$ cat src/hw/dcs_pkg.sv
// Constants, types and register map of the downconverter-two control decoder
// Operation
// - Main code 100 (halfband one plus thirdband) decimates by 3 real, 6 complex.
// - Main code 101 (halfband one, two, thirdband) decimates by 6 real, 12 complex.
// - Main code 110 chains halfband one to three plus thirdband: 12 real, 24 complex.
// - Main code 111 hands the chain choice to the extended field, bits 7:4.
// - Extended field has effect only while the main selector is all ones.
// - Extended 0000 chains thirdband and four halfbands: 48 complex, 24 real.
// - Fifthband plus halfband one decimates by 10 complex, 5 real.
// - Extended 0011 chains fifthband, halfband two, one: 20 complex, 10 real.
// - Extended 0100 chains fifthband, halfband three to one: 40 complex, 20 real.
// - Mode 0000 takes the NCO channel from the register channel field.
// - Modes 0001 to 0110 build the channel index from listed pin levels.
// - Modes 1000 to 1011 count rising edges of pin a0, a1, b0, b1.
// - The edge counter counts up to the register channel field, then wraps to zero on the next edge.
// - In mode 0000 the register channel field picks the NCO channel by binary index; edge modes use it as the wrap limit.
// - Complex-to-real outputs I only, halving every decimation ratio.
package dcs_pkg;
  // Register indices; byte address is four times the index
  localparam logic [9:0] IDX_CTRL = 10'h350;
  localparam logic [9:0] IDX_INSEL = 10'h351;
  localparam logic [9:0] IDX_NCO = 10'h354;
  localparam logic [9:0] IDX_STAT = 10'h35f;
  localparam logic [7:0] RST_REG = 8'h00;
  localparam int CTRL_C2R_BIT = 3;
  localparam int INSEL_EXT_LSB = 4;
  localparam int INSEL_Q_BIT = 2;
  localparam int INSEL_I_BIT = 0;
  localparam int NCO_MODE_LSB = 4;
  // Main and extended chain codes
  localparam logic [2:0] MAIN_HB1_TB = 3'h4;
  localparam logic [2:0] MAIN_HB12_TB = 3'h5;
  localparam logic [2:0] MAIN_HB123_TB = 3'h6;
  localparam logic [2:0] MAIN_EXT = 3'h7;
  localparam logic [3:0] EXT_TB_HB4 = 4'h0;
  localparam logic [3:0] EXT_FB_HB1 = 4'h1;
  localparam logic [3:0] EXT_FB_HB1_ALT = 4'h2;
  localparam logic [3:0] EXT_FB_HB2 = 4'h3;
  localparam logic [3:0] EXT_FB_HB3 = 4'h4;
  // Complex-mode ratios
  localparam logic [5:0] RAT_6 = 6'h06;
  localparam logic [5:0] RAT_12 = 6'h0c;
  localparam logic [5:0] RAT_24 = 6'h18;
  localparam logic [5:0] RAT_48 = 6'h30;
  localparam logic [5:0] RAT_10 = 6'h0a;
  localparam logic [5:0] RAT_20 = 6'h14;
  localparam logic [5:0] RAT_40 = 6'h28;
  // Stage enables {fifthband, thirdband, hb4, hb3, hb2, hb1}
  localparam logic [5:0] STG_HB1_TB = 6'h11;
  localparam logic [5:0] STG_HB12_TB = 6'h13;
  localparam logic [5:0] STG_HB123_TB = 6'h17;
  localparam logic [5:0] STG_TB_HB4 = 6'h1f;
  localparam logic [5:0] STG_FB_HB1 = 6'h21;
  localparam logic [5:0] STG_FB_HB2 = 6'h23;
  localparam logic [5:0] STG_FB_HB3 = 6'h27;
  // NCO channel select modes
  localparam logic [3:0] MODE_REG = 4'h0;
  localparam logic [3:0] MODE_B0A0 = 4'h1;
  localparam logic [3:0] MODE_B1A1 = 4'h2;
  localparam logic [3:0] MODE_A1A0 = 4'h3;
  localparam logic [3:0] MODE_B1B0 = 4'h4;
  localparam logic [3:0] MODE_B1A1B0A0 = 4'h5;
  localparam logic [3:0] MODE_B1B0A1A0 = 4'h6;
  localparam logic [1:0] MODE_EDGE_TOP = 2'h2;
  // Pin vector positions
  localparam int GP_A0 = 0;
  localparam int GP_A1 = 1;
  localparam int GP_B0 = 2;
  localparam int GP_B1 = 3;
  localparam logic [1:0] RESP_OKAY = 2'h0;
  localparam logic [1:0] RESP_SLVERR = 2'h2;

  typedef struct packed {
    logic valid;
    logic real_only;
    logic [5:0] ratio;
    logic [5:0] stages;
    logic q_sel;
    logic i_sel;
    logic [3:0] nco_chan;
  } dcs_decim_t;

  typedef struct packed {
    logic [2:0] main_sel;
    logic c2r;
    logic [3:0] ext_sel;
    logic q_sel;
    logic i_sel;
    logic [3:0] mode;
    logic [3:0] chan_field;
    logic [3:0] edge_cnt;
    logic [3:0] gp_prev;
    dcs_decim_t dec;
    logic aw_got;
    logic [9:0] aw_idx;
    logic w_got;
    logic [7:0] w_byte;
    logic w_lane0;
    logic awready;
    logic wready;
    logic bvalid;
    logic [1:0] bresp;
    logic arready;
    logic rvalid;
    logic [1:0] rresp;
    logic [31:0] rdata;
  } dcs_state_t;
endpackage

$ cat src/hw/dcs_top.sv
// Downconverter-two decimation, input mux and NCO channel select control
//
// Chosen here: register access over AXI4-Lite.
module dcs_top
  import dcs_pkg::*;
(
  input wire logic ref_clk, // 40 MHz clock
  input wire logic srst, // Sync reset, high
  input wire logic [11:0] s_axi_awaddr, // Write address
  input wire logic s_axi_awvalid, // Write address valid
  output logic s_axi_awready, // Write address ready
  input wire logic [31:0] s_axi_wdata, // Write data
  input wire logic [3:0] s_axi_wstrb, // Write strobes
  input wire logic s_axi_wvalid, // Write data valid
  output logic s_axi_wready, // Write data ready
  output logic [1:0] s_axi_bresp, // Write response
  output logic s_axi_bvalid, // Write response valid
  input wire logic s_axi_bready, // Write response ready
  input wire logic [11:0] s_axi_araddr, // Read address
  input wire logic s_axi_arvalid, // Read address valid
  output logic s_axi_arready, // Read address ready
  output logic [31:0] s_axi_rdata, // Read data
  output logic [1:0] s_axi_rresp, // Read response
  output logic s_axi_rvalid, // Read data valid
  input wire logic s_axi_rready, // Read data ready
  input wire logic gp_pin_a_zero, // Gp_pin_a_zero level
  input wire logic gp_pin_a_one, // Gp_pin_a_one level
  input wire logic gp_pin_b_zero, // Gp_pin_b_zero level
  input wire logic gp_pin_b_one, // Gp_pin_b_one level
  output dcs_decim_t decim_o // Decoded chain and channel
);

  dcs_state_t s_q;
  dcs_state_t s_d;
  logic [3:0] gp;
  logic [3:0] rise;

  assign gp = {gp_pin_b_one, gp_pin_b_zero, gp_pin_a_one, gp_pin_a_zero};
  assign rise = gp & ~s_q.gp_prev;

  // ----------------------------------------
  // Chain decode
  // ----------------------------------------
  function automatic dcs_decim_t chain(input logic [2:0] msel, input logic [3:0] esel,
                                       input logic c2r);
    dcs_decim_t r;
    r = '0;
    r.valid = 1'b1;
    case (msel)
      MAIN_HB1_TB:
      begin
        r.ratio = RAT_6;
        r.stages = STG_HB1_TB;
      end
      MAIN_HB12_TB:
      begin
        r.ratio = RAT_12;
        r.stages = STG_HB12_TB;
      end
      MAIN_HB123_TB:
      begin
        r.ratio = RAT_24;
        r.stages = STG_HB123_TB;
      end
      MAIN_EXT:
      begin
        // Extended field only consulted here
        case (esel)
          EXT_TB_HB4:
          begin
            r.ratio = RAT_48;
            r.stages = STG_TB_HB4;
          end
          EXT_FB_HB1, EXT_FB_HB1_ALT:
          begin
            r.ratio = RAT_10;
            r.stages = STG_FB_HB1;
          end
          EXT_FB_HB2:
          begin
            r.ratio = RAT_20;
            r.stages = STG_FB_HB2;
          end
          EXT_FB_HB3:
          begin
            r.ratio = RAT_40;
            r.stages = STG_FB_HB3;
          end
          default:
          begin
            r.valid = 1'b0;
          end
        endcase
      end
      default:
      begin
        r.valid = 1'b0;
      end
    endcase
    // Real output halves the complex ratio
    r.real_only = c2r;
    if (c2r)
    begin
      r.ratio = r.ratio >> 1;
    end
    return r;
  endfunction

  // ----------------------------------------
  // Register readback
  // ----------------------------------------
  function automatic logic [31:0] read_word(input dcs_state_t s, input logic [9:0] idx);
    logic [31:0] v;
    v = '0;
    case (idx)
      IDX_CTRL: v[3:0] = {s.c2r, s.main_sel};
      IDX_INSEL:
      begin
        v[7:4] = s.ext_sel;
        v[INSEL_Q_BIT] = s.q_sel;
        v[INSEL_I_BIT] = s.i_sel;
      end
      IDX_NCO: v[7:0] = {s.mode, s.chan_field};
      IDX_STAT: v[23:0] = {s.edge_cnt, s.dec};
      default: v = '0;
    endcase
    return v;
  endfunction

  function automatic logic mapped(input logic [9:0] idx);
    return idx == IDX_CTRL || idx == IDX_INSEL || idx == IDX_NCO || idx == IDX_STAT;
  endfunction

  // ----------------------------------------
  // Next state
  // ----------------------------------------
  always_comb
  begin
    s_d = s_q;
    // Write address and data taken in either order
    if (s_axi_awvalid && s_q.awready)
    begin
      s_d.aw_got = 1'b1;
      s_d.aw_idx = s_axi_awaddr[11:2];
    end
    if (s_axi_wvalid && s_q.wready)
    begin
      s_d.w_got = 1'b1;
      s_d.w_byte = s_axi_wdata[7:0];
      s_d.w_lane0 = s_axi_wstrb[0];
    end
    if (s_q.bvalid && s_axi_bready)
    begin
      s_d.bvalid = 1'b0;
    end
    if (s_q.aw_got && s_q.w_got && !s_q.bvalid)
    begin
      s_d.aw_got = 1'b0;
      s_d.w_got = 1'b0;
      s_d.bvalid = 1'b1;
      s_d.bresp = mapped(s_q.aw_idx) ? RESP_OKAY : RESP_SLVERR;
      if (s_q.w_lane0)
      begin
        case (s_q.aw_idx)
          IDX_CTRL:
          begin
            s_d.main_sel = s_q.w_byte[2:0];
            s_d.c2r = s_q.w_byte[CTRL_C2R_BIT];
          end
          IDX_INSEL:
          begin
            s_d.ext_sel = s_q.w_byte[7:INSEL_EXT_LSB];
            s_d.q_sel = s_q.w_byte[INSEL_Q_BIT];
            s_d.i_sel = s_q.w_byte[INSEL_I_BIT];
          end
          IDX_NCO:
          begin
            s_d.mode = s_q.w_byte[7:NCO_MODE_LSB];
            s_d.chan_field = s_q.w_byte[3:0];
          end
          default:
          begin
            s_d.mode = s_q.mode;
          end
        endcase
      end
    end
    s_d.awready = !s_d.aw_got;
    s_d.wready = !s_d.w_got;
    // Read: one outstanding, answered the next cycle
    if (s_q.rvalid && s_axi_rready)
    begin
      s_d.rvalid = 1'b0;
      s_d.arready = 1'b1;
    end
    if (s_axi_arvalid && s_q.arready)
    begin
      s_d.arready = 1'b0;
      s_d.rvalid = 1'b1;
      s_d.rdata = read_word(s_q, s_axi_araddr[11:2]);
      s_d.rresp = mapped(s_axi_araddr[11:2]) ? RESP_OKAY : RESP_SLVERR;
    end
    // Chain and input routing
    s_d.dec = chain(s_q.main_sel, s_q.ext_sel, s_q.c2r);
    s_d.dec.q_sel = s_q.q_sel;
    s_d.dec.i_sel = s_q.i_sel;
    s_d.dec.nco_chan = s_q.dec.nco_chan;
    // NCO channel select
    s_d.gp_prev = gp;
    case (s_q.mode)
      MODE_REG: s_d.dec.nco_chan = s_q.chan_field;
      MODE_B0A0: s_d.dec.nco_chan = {2'h0, gp[GP_B0], gp[GP_A0]};
      MODE_B1A1: s_d.dec.nco_chan = {2'h0, gp[GP_B1], gp[GP_A1]};
      MODE_A1A0: s_d.dec.nco_chan = {2'h0, gp[GP_A1], gp[GP_A0]};
      MODE_B1B0: s_d.dec.nco_chan = {2'h0, gp[GP_B1], gp[GP_B0]};
      MODE_B1A1B0A0: s_d.dec.nco_chan = {gp[GP_B1], gp[GP_A1], gp[GP_B0], gp[GP_A0]};
      MODE_B1B0A1A0: s_d.dec.nco_chan = {gp[GP_B1], gp[GP_B0], gp[GP_A1], gp[GP_A0]};
      default:
      begin
        if (s_q.mode[3:2] == MODE_EDGE_TOP)
        begin
          if (rise[s_q.mode[1:0]])
          begin
            // Wrap after the field value
            s_d.edge_cnt = (s_q.edge_cnt >= s_q.chan_field) ? 4'h0 : s_q.edge_cnt + 4'h1;
          end
          s_d.dec.nco_chan = s_d.edge_cnt;
        end
        // Reserved codes hold the channel
      end
    endcase
  end

  always_ff @(posedge ref_clk)
  begin
    if (srst)
    begin
      s_q <= '0;
      s_q.awready <= 1'b1;
      s_q.wready <= 1'b1;
      s_q.arready <= 1'b1;
      s_q.dec.valid <= 1'b0;
      s_q.main_sel <= RST_REG[2:0];
    end
    else
    begin
      s_q <= s_d;
    end
  end

  assign s_axi_awready = s_q.awready;
  assign s_axi_wready = s_q.wready;
  assign s_axi_bvalid = s_q.bvalid;
  assign s_axi_bresp = s_q.bresp;
  assign s_axi_arready = s_q.arready;
  assign s_axi_rvalid = s_q.rvalid;
  assign s_axi_rdata = s_q.rdata;
  assign s_axi_rresp = s_q.rresp;
  assign decim_o = s_q.dec;
endmodule

$ cat config.mk
export PLATFORM = sky130hd
export DESIGN_NAME = dcs_top
export DESIGN_NICKNAME = d
export VERILOG_FILES = /design/src/hw/dcs_pkg.sv /design/src/hw/dcs_top.sv
export SDC_FILE = /design/constraint.sdc
export NUM_CORES = 1
export LEC_CHECK = 0
export CAP_MARGIN = 15
export CORE_UTILIZATION = 34
export CTS_CLUSTER_DIAMETER = 80
export DETAILED_ROUTE_END_ITERATION = 16
export DONT_BUFFER_PORTS = 1
export PLACE_DENSITY_LB_ADDON = 0.08
export SYNTH_ARGS = -nofsm -noshare
export SYNTH_HDL_FRONTEND = slang
export SYNTH_SLANG_ARGS = --single-unit
$ cat constraint.sdc
create_clock -name ref_clk -period 4.5 [get_ports ref_clk]
set_clock_uncertainty 0.05 [all_clocks]
set_input_delay 1.35 -clock ref_clk [delete_from_list [all_inputs] [get_ports ref_clk]]
set_output_delay 1.35 -clock ref_clk [all_outputs]
set_load 0.02 [all_outputs]
==> flow_summary.yaml <==
outcome:
  status: "completed"
worst_setup_path:
  worstSetupEndpointType: "flip-flop"
  crit_arrival_ps: 2850
  slowest_stage: "nor2_2"
  critPathMaxFanout: 20
  critPathLaunchType: "input port"
  rr_worst_depth: 5
  rr_startpoint: "s_axi_arready$_SDFFE_PP1P_"
  slowest_delay_ps: 580
  rrSetupSlack_ps: 2340
  required_ps: 4730
  cp-endpoint: "s_axi_rdata[9]$_SDFFE_PP0P_"
  cp-startpoint: "s_axi_arvalid"
  path_cells: "and2_1, nand3_1, nor2_2, a22oi_1, nor2_1"
  crit_type: "input port to flip-flop"
  timing.rr.end: "s_axi_rdata[9]$_SDFFE_PP0P_"
sta:
  slew_violations: 0
  period_share_pct: 58.3
  fmax_mhz: 381
  finalHoldViolCount: 0
  max_slew_margin_pct: 49.1
  min_period_ps: 2620
  tns_ps: 0
  tightest_slew_ps: 763
  setup_violations: 0
  rsz0062_at_grt: "false"
power_and_ir_drop:
  ir_worst_vdd_mv: 0.226
  leakage_nw: 1.67
  p_per_area_nw_per_um2: 368
die:
  die_w_um: 120
  die-area_um2: 14300
  coreArea_um2: 13300
  rows: 42
  initial_utilization_pct: 35.2
  die_y_um: 120
  io-pin-count: 132
synthesis:
  synth_cell_types: 58
  synth_seq_area_share_pct: 41.7
  yosys-top-cells-area: "dfxtp_1, buf_4, a21oi_1, nand2_1, nor2_1"
  syn-instance-count: 562
  yosysTopAreaCellShare_pct: 41.7
  syn_avg_cell_area_um2: 8.37
  syn_area_um2: 4700
  synth_edf_count: 0
  synth_ff_type: "dfxtp_1"
  ys_seq_elements: 98
  async_flop_share_pct: 0
  yosysWarnings: 0
  netlist.top_cell.by_area: "dfxtp_1"
clock_tree:
  cts_made_buffers: 9
  insertion_delay_ps: 350
  htree_num_levels: 3
  post_cts_buffers: 0
  cts_resized: 0
  clock_path_buffers: 2
  cts_tree: "built"
  clk_pin_slew_ps: 70
  cts.sinks: 98
  cts_hold_buffers: 0
  cts-root-buf: "clkbuf_16"
route:
  wl_per_cell_um: 15.8
  viasPerCell: 5.09
  wirelength_um: 10700
  drtIter0Drc: 144
  drc: 0
  first_pass_iters: 5
  detail-route-antenna-nets: 0
  dr_total_vias: 3438
worst_hold_path:
  hold_class: "flip-flop to flip-flop"
grt:
  grt_pass1_wl_um: 17400
  grt_remaining_overflow: 0
  grt_max_degree: 74
  antenna_found_initial: 0
  grt_usage_pct: 15.8
  first_global_vias: 3332
final_layout:
  antenna_cells: 0
  layout.cells.non_filler: 676
  utilization_pct: 35.3
  final_nets: 571
  area_growth_pct: 0.0799
  drive_gt1_share_pct: 6.40
placement:
  dp_cells: 660
  gp_congestion: 0.791
  numPortBuffers: 0
  dp_hpwl_um: 7550
run:
  cap_violations: 0
[critical path, delay by kind of cell]
kind               cells  cell delay (ps)
and+or+nand+nor        4             1370
AOI/OAI and AO/OA      1              130
[layout make-up]
cell class                      count  area, um^2
Multi-Input combinational cell    373        2180
Tap cell                          176         220
Fill cell                        1415        8640
Inverter                           11        41.3
Clock inverter                      5        37.5
Sequential cell                    98        1960
Clock buffer                       11         253
Timing Repair Buffer                2        15.0
[layer usage]
layer | routed length (um) | track usage, %
met1 | 5020 | 20.4
met2 | 4880 | 24.8
met3 | 645 | 5.51
met4 | 164 | 4.69
met5 | 0 | 0
[cells by family (layout without fill, tap and decap cells)]
group,Yosys count,count (layout),share of synthesized area (%)
XOR/XNOR,3,3,0.559
multiplexers,23,23,5.21
adder cells (fa/ha/maj),5,5,1.33
AND/OR/NAND/NOR,192,192,20.4
flip-flops,98,98,41.7
AO/OA/AOI/OAI,140,140,18.0
buffers and inverters,100,29,12.7
other,1,10,0.0797
[synthesized netlist by cell type, types with 2 or more instances]
master     n
nor3b_1    3
nor3_1     5
ha_1       5
and4_1     2
buf_2      6
buf_1      2
mux2_2     2
clkbuf_1  24
o221ai_1   2
a21oi_1   63
and2_1     6
o21ai_0   27
inv_1     11
o21a_1     2
o22a_1     2
nand3b_1   9
dfxtp_1   98
nand2b_1   2
and4bb_2   2
nand4_1    2
o32ai_1    2
a21o_1     2
nor2b_1   16
nand3_1   16
a22oi_1   19
nand2_1   60
nor2_1    57
a22o_1     3
o21bai_1   2
buf_4     57
a31oi_1    5
mux2i_1   20
xor2_1     3
[report_power, final]
| group | switching, W | internal (W) |
|---|---|---|
| clock | 0.000334 | 0.000407 |
| sequential | 0.0000305 | 0.000892 |
| combinational | 0.0000443 | 0.0000245 |
| total | 0.000409 | 0.00132 |
[state kept, by name, indices dropped and copies added (netlist names)]
signal         flops
decim_o           20
s_axi_arready      1
s_axi_awready      1
s_axi_bresp        1
s_axi_bvalid       1
s_axi_rdata       24
s_axi_rresp        1
s_axi_rvalid       1
s_axi_wready       1
s_d                3
s_q               44
[stage by stage]
step | area (um^2) | setup WS (ps) | hold slack, ps | power, W
detailed placement | 4420 | 1510 | 387 | 0.00101
global placement | 4420 | 1570 | 384 | 0.00101
floorplan | 4740 | 1940 | 382 | 0.00102
finish | 4710 | 1880 | 394 | 0.00173
global route | 4710 | 1630 | 410 | 0.00181
CTS | 4710 | 1880 | 397 | 0.00177
[worst min-delay path by stage]
stage                              start              endpoint  slack (ps)  depth (start not counted)
floorplan           s_q[41]$_SDFFE_PP0P_  s_q[41]$_SDFFE_PP0P_         380                          2
global placement    s_q[59]$_SDFFE_PP0P_  s_q[59]$_SDFFE_PP0P_         380                          2
finish              s_q[59]$_SDFFE_PP0P_  s_q[59]$_SDFFE_PP0P_         390                          2
CTS                 s_q[59]$_SDFFE_PP0P_  s_q[59]$_SDFFE_PP0P_         400                          2
global route        s_q[59]$_SDFFE_PP0P_  s_q[59]$_SDFFE_PP0P_         410                          2
detailed placement  s_q[59]$_SDFFE_PP0P_  s_q[59]$_SDFFE_PP0P_         390                          2
[cell usage in the layout (no fill, tap or decap), types with 10 or more instances in the layout]
master and instances:
dfxtp_1 98, conb_1 10, nand3_1 16, a22oi_1 19, nor2b_1 16, inv_1 11
nor2_1 57, a21oi_1 63, nand2_1 60, mux2i_1 20, o21ai_0 27
No activity file was read; power rests on OpenSTA's default activity.
